[config.mk]
export PLATFORM = sky130hd
export DESIGN_NAME = irpl_top
export DESIGN_NICKNAME = d
export VERILOG_FILES = /design/src/include/irpl_pkg.sv /design/src/core/irpl_top.sv
export VERILOG_INCLUDE_DIRS = /design/src /design/src/include
export SDC_FILE = /design/constraint.sdc
export NUM_CORES = 1
export LEC_CHECK = 0
export ABC_AREA = 1
export BUFFER_PORTS_ARGS = -buffer_cell sky130_fd_sc_hd__buf_2
export CAP_MARGIN = 25
export CORE_ASPECT_RATIO = 1.75
export CORE_MARGIN = 3
export CORE_UTILIZATION = 40
export CTS_CLUSTER_DIAMETER = 50
export CTS_CLUSTER_SIZE = 16
export DETAILED_ROUTE_END_ITERATION = 8
export PLACE_DENSITY = 0.72
export SLEW_MARGIN = 20
export SYNTH_ARGS = -nofsm -noshare
export SYNTH_HDL_FRONTEND = slang
export SYNTH_SLANG_ARGS = --single-unit
[constraint.sdc]
create_clock -name hclk -period 2.68 [get_ports hclk]
set_input_delay 0.536 -clock hclk [delete_from_list [all_inputs] [get_ports hclk]]
set_output_delay 0.536 -clock hclk [all_outputs]
set_load 0.005 [all_outputs]
[src/include/irpl_cfg.svh]
`ifndef IRPL_CFG_SVH
`define IRPL_CFG_SVH
// Soft-start settle time after isolated rail passes its threshold, in us
`define IRPL_SOFTSTART_US 5
`define IRPL_CLK_MHZ 125
`define IRPL_SOFTSTART_CYC (`IRPL_SOFTSTART_US * `IRPL_CLK_MHZ)
// AHB register byte addresses
`define IRPL_CTRL_ADDR 8'h00
`define IRPL_STAT_ADDR 8'h04
`define IRPL_IRQ_ADDR 8'h08
`define IRPL_MASK_ADDR 8'h0C
// Control field positions
`define IRPL_CTRL_DRV_EN 0
`define IRPL_CTRL_TXD 1
`define IRPL_CTRL_LISTEN_N 2
`define IRPL_CTRL_GP_IN 3
`define IRPL_CTRL_SEL_HI 4
`define IRPL_CTRL_CONV_EN 5
// Reset: driver off (pull-down), data high (pull-up), listener off,
// gp input low, select low (pull-down), converter enabled (open = on)
`define IRPL_CTRL_RST 6'h26
// Event positions
`define IRPL_EV_FAULT 0
`define IRPL_EV_UVLO 1
`define IRPL_EV_READY 2
`define IRPL_EV_BADSEL 3
`define IRPL_EV_W 4
`endif

[src/include/irpl_pkg.sv]
package irpl_pkg;
  typedef enum logic [1:0] {
    IRPL_OFF = 2'b00,
    IRPL_SOFT = 2'b01,
    IRPL_RUN = 2'b10
  } irpl_pwr_e;
  typedef logic [1:0] irpl_rail_t;
endpackage

[src/core/irpl_top.sv]
// Added by the designer: the AHB-Lite interface to the registers and the placing of the registers.
`timescale 1ns/100ps
`include "irpl_cfg.svh"
// How it works
// - Enabled driver drives Y and Z from the transmit data level.
// - Data high gives Y high, Z low; data low gives Y low, Z high.
// - Driver enable low puts Y and Z in high impedance.
// - Driver enable defaults low, so the driver starts disabled.
// - Transmit data defaults high, so an enabled driver sends one.
// - Listener on when its enable is low; above threshold gives high.
// - Below negative threshold gives low; the middle band is undefined.
// - Listener enable high or open makes its output high impedance.
// - Open, shorted or idle bus makes an enabled listener output high.
// - Powered and enabled, general output copies input; open input low.
// - General output high impedance when converter is off or unpowered.
// - Powered and enabled, isolated rail runs at the selected level; conv_supply_low_nom high forces the lower level.
// - Select defaults low, choosing the lower isolated level.
// - Either supply under threshold disables signal path and converter.
// - Driver stays high impedance until isolated rail passes threshold.
// - Converter supply fault pulls the alert low and stops converter.
module irpl_top
  import irpl_pkg::*;
#(
  parameter int SOFTSTART_CYC = `IRPL_SOFTSTART_CYC
)(
  input wire logic hclk,
  input wire logic hresetn,
  input wire logic hsel,
  input wire logic [31:0] haddr,
  input wire logic [1:0] htrans,
  input wire logic hwrite,
  input wire logic [2:0] hsize,
  input wire logic [31:0] hwdata,
  input wire logic hready,
  output logic [31:0] hrdata,
  output logic hreadyout,
  output logic hresp,
  output logic irq,
  input wire logic conv_supply_ok,
  input wire logic logic_supply_ok,
  input wire logic conv_supply_low_nom,
  input wire logic conv_fault,
  input wire logic iso_rail_ok,
  input wire logic diff_above_pos,
  input wire logic diff_below_neg,
  input wire logic bus_failsafe,
  output logic bus_y_out,
  output logic bus_y_oe,
  output logic bus_z_out,
  output logic bus_z_oe,
  output logic rx_out,
  output logic rx_oe,
  output logic gp_out,
  output logic gp_oe,
  output logic alert_out,
  output logic alert_oe,
  output logic conv_on,
  output logic isolated_supply_rail_hi
);
  localparam int CW = $clog2(SOFTSTART_CYC + 1);
  // ****************************************
  // Pin synchronisers
  // ****************************************
  logic [2:0] s1_reg, s2_reg, s3_reg, in_reg;
  logic [2:0] s1_next, s2_next, s3_next, in_next;
  logic [2:0] pin_raw;
  assign pin_raw = {conv_fault, iso_rail_ok,
                    conv_supply_ok & logic_supply_ok};
  logic [3:0] b1_reg, b2_reg, b3_reg, bin_reg;
  logic [3:0] b1_next, b2_next, b3_next, bin_next;
  logic [3:0] bus_raw;
  assign bus_raw = {conv_supply_low_nom, bus_failsafe, diff_below_neg,
                    diff_above_pos};
  always_comb begin
    s1_next = pin_raw;
    s2_next = s1_reg;
    s3_next = s2_reg;
    // Accept a change only once two stages agree
    in_next = in_reg;
    for (int i = 0; i < 3; i++) begin
      if (s2_reg[i] == s3_reg[i]) begin
        in_next[i] = s3_reg[i];
      end
    end
    b1_next = bus_raw;
    b2_next = b1_reg;
    b3_next = b2_reg;
    bin_next = bin_reg;
    for (int i = 0; i < 4; i++) begin
      if (b2_reg[i] == b3_reg[i]) begin
        bin_next[i] = b3_reg[i];
      end
    end
  end
  always_ff @(posedge hclk or negedge hresetn) begin
    if (!hresetn) begin
      s1_reg <= 3'h0;
      s2_reg <= 3'h0;
      s3_reg <= 3'h0;
      in_reg <= 3'h0;
      b1_reg <= 4'h0;
      b2_reg <= 4'h0;
      b3_reg <= 4'h0;
      bin_reg <= 4'h0;
    end else begin
      s1_reg <= s1_next;
      s2_reg <= s2_next;
      s3_reg <= s3_next;
      in_reg <= in_next;
      b1_reg <= b1_next;
      b2_reg <= b2_next;
      b3_reg <= b3_next;
      bin_reg <= bin_next;
    end
  end
  logic sup_ok, rail_ok, fault;
  logic above, below, fsafe, low_nom;
  assign sup_ok = in_reg[0];
  assign rail_ok = in_reg[1];
  assign fault = in_reg[2];
  assign above = bin_reg[0];
  assign below = bin_reg[1];
  assign fsafe = bin_reg[2];
  assign low_nom = bin_reg[3];
  // ****************************************
  // AHB-Lite slave
  // ****************************************
  logic [5:0] ctrl_reg, ctrl_next;
  logic [3:0] irq_reg, irq_next;
  logic [3:0] mask_reg, mask_next;
  logic [7:0] a_reg, a_next;
  logic w_reg, w_next;
  logic [31:0] rd_reg, rd_next;
  logic [3:0] ev;
  logic ph;
  irpl_pwr_e st_reg, st_next;
  logic [CW-1:0] cnt_reg, cnt_next;
  logic al_reg, al_next;
  assign ph = hsel & hready & htrans[1];
  always_comb begin
    a_next = a_reg;
    w_next = 1'b0;
    if (ph) begin
      a_next = haddr[7:0];
      w_next = hwrite;
    end
    ctrl_next = ctrl_reg;
    mask_next = mask_reg;
    irq_next = irq_reg;
    if (w_reg) begin
      case (a_reg)
        `IRPL_CTRL_ADDR: ctrl_next = hwdata[5:0];
        `IRPL_MASK_ADDR: mask_next = hwdata[3:0];
        `IRPL_IRQ_ADDR: irq_next = irq_reg & ~hwdata[3:0];
        default: ;
      endcase
    end
    // Set wins over a simultaneous write-one clear
    irq_next = irq_next | ev;
    rd_next = 32'h0;
    if (ph && !hwrite) begin
      case (haddr[7:0])
        `IRPL_CTRL_ADDR: rd_next = {26'h0, ctrl_next};
        `IRPL_STAT_ADDR: rd_next = {24'h0, bin_reg, al_reg, st_reg, sup_ok};
        `IRPL_IRQ_ADDR: rd_next = {28'h0, irq_next};
        `IRPL_MASK_ADDR: rd_next = {28'h0, mask_next};
        default: rd_next = 32'h0;
      endcase
    end
  end
  assign hreadyout = 1'b1;
  assign hresp = 1'b0;
  assign hrdata = rd_reg;
  assign irq = |(irq_reg & mask_reg);
  // ****************************************
  // Power sequencing
  // ****************************************
  logic en_pin, sel_hi;
  assign en_pin = ctrl_reg[`IRPL_CTRL_CONV_EN] & ~al_reg;
  assign sel_hi = ctrl_reg[`IRPL_CTRL_SEL_HI];
  always_comb begin
    st_next = st_reg;
    cnt_next = cnt_reg;
    al_next = al_reg;
    if (fault) begin
      al_next = 1'b1;
    end else if (!ctrl_reg[`IRPL_CTRL_CONV_EN]) begin
      al_next = 1'b0;
    end
    case (st_reg)
      IRPL_OFF: begin
        cnt_next = '0;
        if (sup_ok && en_pin && !fault) begin
          st_next = IRPL_SOFT;
        end
      end
      IRPL_SOFT: begin
        // Count only once the isolated rail is past its threshold
        if (rail_ok) begin
          cnt_next = cnt_reg + CW'(1);
        end
        if (cnt_reg == CW'(SOFTSTART_CYC)) begin
          st_next = IRPL_RUN;
        end
      end
      IRPL_RUN: ;
      default: st_next = IRPL_OFF;
    endcase
    if (!sup_ok || !en_pin || fault) begin
      st_next = IRPL_OFF;
    end
  end
  assign ev[`IRPL_EV_FAULT] = fault & ~al_reg;
  assign ev[`IRPL_EV_UVLO] = (st_reg != IRPL_OFF) & ~sup_ok;
  assign ev[`IRPL_EV_READY] = (st_reg == IRPL_SOFT) & (st_next == IRPL_RUN);
  assign ev[`IRPL_EV_BADSEL] = (st_reg == IRPL_RUN) & sel_hi & low_nom;
  always_ff @(posedge hclk or negedge hresetn) begin
    if (!hresetn) begin
      ctrl_reg <= `IRPL_CTRL_RST;
      irq_reg <= 4'h0;
      mask_reg <= 4'h0;
      a_reg <= 8'h00;
      w_reg <= 1'b0;
      rd_reg <= 32'h0;
      st_reg <= IRPL_OFF;
      cnt_reg <= '0;
      al_reg <= 1'b0;
    end else begin
      ctrl_reg <= ctrl_next;
      irq_reg <= irq_next;
      mask_reg <= mask_next;
      a_reg <= a_next;
      w_reg <= w_next;
      rd_reg <= rd_next;
      st_reg <= st_next;
      cnt_reg <= cnt_next;
      al_reg <= al_next;
    end
  end
  // ****************************************
  // Pin outputs
  // ****************************************
  logic run, drv_on, rx_on;
  logic [11:0] o_next, o_reg;
  assign run = (st_reg == IRPL_RUN);
  assign drv_on = run & ctrl_reg[`IRPL_CTRL_DRV_EN];
  assign rx_on = run & ~ctrl_reg[`IRPL_CTRL_LISTEN_N];
  always_comb begin
    o_next = 12'h0;
    o_next[0] = ctrl_reg[`IRPL_CTRL_TXD];
    o_next[1] = drv_on;
    o_next[2] = ~ctrl_reg[`IRPL_CTRL_TXD];
    o_next[3] = drv_on;
    // Middle band has no defined level; hold it low here
    o_next[4] = fsafe | above;
    o_next[5] = rx_on;
    o_next[6] = ctrl_reg[`IRPL_CTRL_GP_IN];
    o_next[7] = run;
    o_next[8] = 1'b0;
    o_next[9] = al_reg;
    o_next[10] = run | (st_reg == IRPL_SOFT);
    o_next[11] = sel_hi & ~low_nom;
  end
  always_ff @(posedge hclk or negedge hresetn) begin
    if (!hresetn) begin
      o_reg <= 12'h0;
    end else begin
      o_reg <= o_next;
    end
  end
  assign bus_y_out = o_reg[0];
  assign bus_y_oe = o_reg[1];
  assign bus_z_out = o_reg[2];
  assign bus_z_oe = o_reg[3];
  assign rx_out = o_reg[4];
  assign rx_oe = o_reg[5];
  assign gp_out = o_reg[6];
  assign gp_oe = o_reg[7];
  assign alert_out = o_reg[8];
  assign alert_oe = o_reg[9];
  assign conv_on = o_reg[10];
  assign isolated_supply_rail_hi = o_reg[11];
  // ****************************************
  // Checks
  // ****************************************
  chk_drv_polarity: assert property (
    @(posedge hclk) disable iff (!hresetn)
    bus_y_oe |-> bus_z_out == ~bus_y_out)
    else $error("driver outputs not complementary");
  chk_drv_gate: assert property (
    @(posedge hclk) disable iff (!hresetn)
    bus_y_oe |-> $past(run))
    else $error("driver on before run");
  chk_drv_off: assert property (
    @(posedge hclk) disable iff (!hresetn)
    !$past(ctrl_reg[0]) |-> !bus_y_oe && !bus_z_oe)
    else $error("driver on while disabled");
  chk_rx_off: assert property (
    @(posedge hclk) disable iff (!hresetn)
    $past(ctrl_reg[2]) |-> !rx_oe)
    else $error("listener on while disabled");
  chk_rx_fsafe: assert property (
    @(posedge hclk) disable iff (!hresetn)
    rx_oe && $past(fsafe) |-> rx_out)
    else $error("failsafe not high");
  chk_rx_low: assert property (
    @(posedge hclk) disable iff (!hresetn)
    rx_oe && $past(below) && !$past(fsafe) && !$past(above) |-> !rx_out)
    else $error("listener not low");
  chk_gp_off: assert property (
    @(posedge hclk) disable iff (!hresetn)
    !sup_ok |=> ##1 !gp_oe)
    else $error("general output on without supply");
  chk_alert_low: assert property (
    @(posedge hclk) disable iff (!hresetn)
    fault |=> ##1 alert_oe && !alert_out && !conv_on)
    else $error("fault not flagged");
  chk_uv_stop: assert property (
    @(posedge hclk) disable iff (!hresetn)
    !sup_ok |=> st_reg == IRPL_OFF)
    else $error("path alive under undervoltage");
endmodule

==> metrics.md <==
| Metric | Value |
|---|---|
| Yosys top cell area share | 0.568 |
| Clock Path Buffers | 2 |
| Post-CTS setup buffer count | 0 |
| Port bufs | 47 |
| DRC viols | 0 |
| Max stage delay on crit path | 0.40 ns |
| Pwr Total | 0.00290 W |
| Final ANT Viol Nets | 0 |
| Final wirelength | 6600 um |
| Post-synthesis sequential area ratio | 0.590 |
| Nets | 502 |
| Layout cells sized above 1 | 0.205 |
| Post-synth top flop | dfrtp_1 |
| Gp weighted congestion | 0.878 |
| Tightest Pin Transition | 0.592 ns |
| EDFF count, synth | 0 |
| Num CTS Buffers | 9 |
| Crit end category | flip-flop |
| Vias/cell | 4.52 |
| Worst hold path type | primary input to asynchronous set/reset pin |
| Status | completed |
| PwrDens | 713 nW/um^2 |
| Die height | 129 um |
| Mapped cell area | 3480 um^2 |
| Kind of cell adding the most delay to the critical path | simple AND/OR/NAND/NOR gates |
| WL per Instance | 12.4 um |
| Largest family of logic cells by synthesized area | simple AND/OR/NAND/NOR gates |
| Max-slew violations | 0 |
| # diodes | 0 |
| Clock Skew | 0.00666 ns |
| 1st-iter DRT viols | 133 |
| CP required | 2.95 ns |
| Core ar. | 8370 um^2 |
| Crit-path cells | inv_1 -> ha_1 -> inv_1 -> nand2_2 -> nand2_2 -> nand3_1 -> nor4_2 -> nand2_1 -> a21oi_1 -> o21a_1 |
| IO Pins | 129 |
| Final Core Density | 0.486 |
| CP startpoint kind | flip-flop |
| Maxcap violations | 0 |
| Crit path max fanout | 6 |
| Worst slew margin | 0.605 |
| CTS sink cnt | 82 |
| Synth Area in Adders | 0.0417 |
| YS warnings | 0 |
| Distinct cell type count of the synthesized netlist | 29 |
| Slowest-stage cell, CP | dfrtp_1 |
| Clock tree from TritonCTS | built |
| Crit path buf inv count | 2 |
| Post-synthesis mux area share | 0 |
| Minimum clock period after layout | 1.86 ns |
| Fin. Hold Viols | 0 |
| Detailed-route via count | 2414 |
| Post-cts repair resize count | 0 |
| Synth top area cells | dfrtp_1 57%, nand2_1 6.7%, buf_4 6.0% |
| Final Cycle Share | 0.694 |
| # hold bufs at CTS | 0 |
| First-pass GRT wire length | 10900 um |
| Arrival @ worst endpoint | 2.13 ns |
| Clk Latency, worst-skew pair | 0.33 ns |
| Synth Instances | 359 |
| DRT Pass-1 Iters | 4 |
| Post-DP HPWL | 4860 um |
| Initial Util | 0.416 |
| Setup violators final | 0 |
| Gr usage total | 0.142 |
| Post-synthesis compound-gate area fraction | 0.0715 |
| Gr ovfl total | 0 |
| Largest net degree at the start of global routing | 48 |
| Post-synthesis simple-gate area fraction | 0.169 |
| Peak supply drop | 433 uV |
| Leakage | 2.06 nW |
| R2R setup slack | 0.82 ns |
| # fillers | 830 |
| Yosys reg bits | 82 |
| Clk root buf | clkbuf_16 |
| Vias in the first global route | 2375 |
| Die Area | 9900 um^2 |
| Xor/xnor cell area share of the yosys netlist | 0 |
| Max Clk Rate | 538 MHz |
| Syn avg cell area | 9.70 um^2 |
| Clock slew at reported path FFs | 0.06 ns |
| H-tree lvl count | 3 |
| Die Width | 76.5 um |
| Initial antenna violation count | 0 |
| Async S/R FF share, synth | 1.00 |
| WS Path Type | flip-flop to flip-flop |
| TNS Setup | 0 ns |
| Row count | 44 |
| Area grow syn2layout | 16.7% |
| Area leader, netlist | dfrtp_1 |
| Unrepaired setup endpoints after global routing | false |
## cell families (layout without fill, tap and decap cells)
group | Yosys count | after routing
buffers and inverters | 86 | 121
AND/OR/NAND/NOR | 131 | 131
other | 2 | 27
flip-flops | 82 | 82
adder cells (fa/ha/maj) | 13 | 13
AO/OA/AOI/OAI | 45 | 45
## placed cells by master, fill, tap and decap left out, drive strengths merged
cell type	n
or2	1
and2	1
a21oi	16
clkinv	3
o21ai	24
nor4	1
nor2	39
nor3	8
bufinv	1
dfstp	3
conb	27
clkinvlp	1
clkbuf	11
nand2	66
o21a	2
buf	49
dfrtp	79
nand3	11
inv	56
nand4	4
o22ai	3
maj3	7
ha	6
## report_power, final
part	internal, W	switching [W]
registers	0.00136	0.0000604
logic	0.000100	0.000154
clock network	0.000766	0.000459
total	0.00223	0.000674
## worst register-to-register path: stages, from the launching register on
cell	delay, ns
dfrtp_1	0.40
inv_1	0.10
ha_1	0.26
inv_1	0.11
nand2_2	0.08
nand2_2	0.13
nand3_1	0.15
nor4_2	0.22
nand2_1	0.11
a21oi_1	0.14
o21a_1	0.12
## cell type report
class,count,area (um^2),share of cell area
clock buffer,11,253,0.0622
clock inverter,5,52.6,0.0129
inverter,56,210,0.0517
multi-input combinational,216,1080,0.267
sequential,82,2060,0.506
tap,115,144,0.0354
timing repair buffer,49,265,0.0653
## through the flow
stage | setup slack (ns) | std cells | hold WS (ns) | instance area (um^2)
after floorplan | 1.09 | 384 | 0.240 | 3580
after global placement | 0.838 | 518 | 0.332 | 3760
after detailed placement | 0.817 | 518 | 0.336 | 3760
after CTS | 0.809 | 534 | 0.232 | 4070
after global routing | 0.577 | 534 | 0.258 | 4070
final | 0.821 | 534 | 0.204 | 4070
## final timing paths
| path | from | to | cells past startpoint |
|---|---|---|---|
| hold / removal | hresetn | o_reg[9] | 1 |
| setup reg to reg | st_reg[1] | cnt_reg[8] | 10 |
| max in group asynchronous | hresetn | ctrl_reg[2] | 2 |
| hold reg to reg | b1_reg[2] | b2_reg[2] | 0 |
| min in group hclk | iso_rail_ok | s1_reg[1] | 1 |
| setup / recovery | st_reg[1] | cnt_reg[8] | 10 |
## cells in the mapped netlist, drive strengths merged, types with 3 or more instances
master,number
dfrtp,79
nand2,66
inv,56
nor2,39
buf,29
o21ai,24
a21oi,16
nand3,11
nor3,8
maj3,7
ha,6
nand4,4
dfstp,3
o22ai,3
## layer usage
metal / vias up / wire, um / global-route usage
met5: - / 0 / 0
met4: 0 / 188 / 0.0896
met1: 1156 / 2450 / 0.149
met3: 12 / 408 / 0.0299
li1: 1173 / - / -
met2: 73 / 3550 / 0.259
Note: power is estimated with default switching activity, not from simulation.
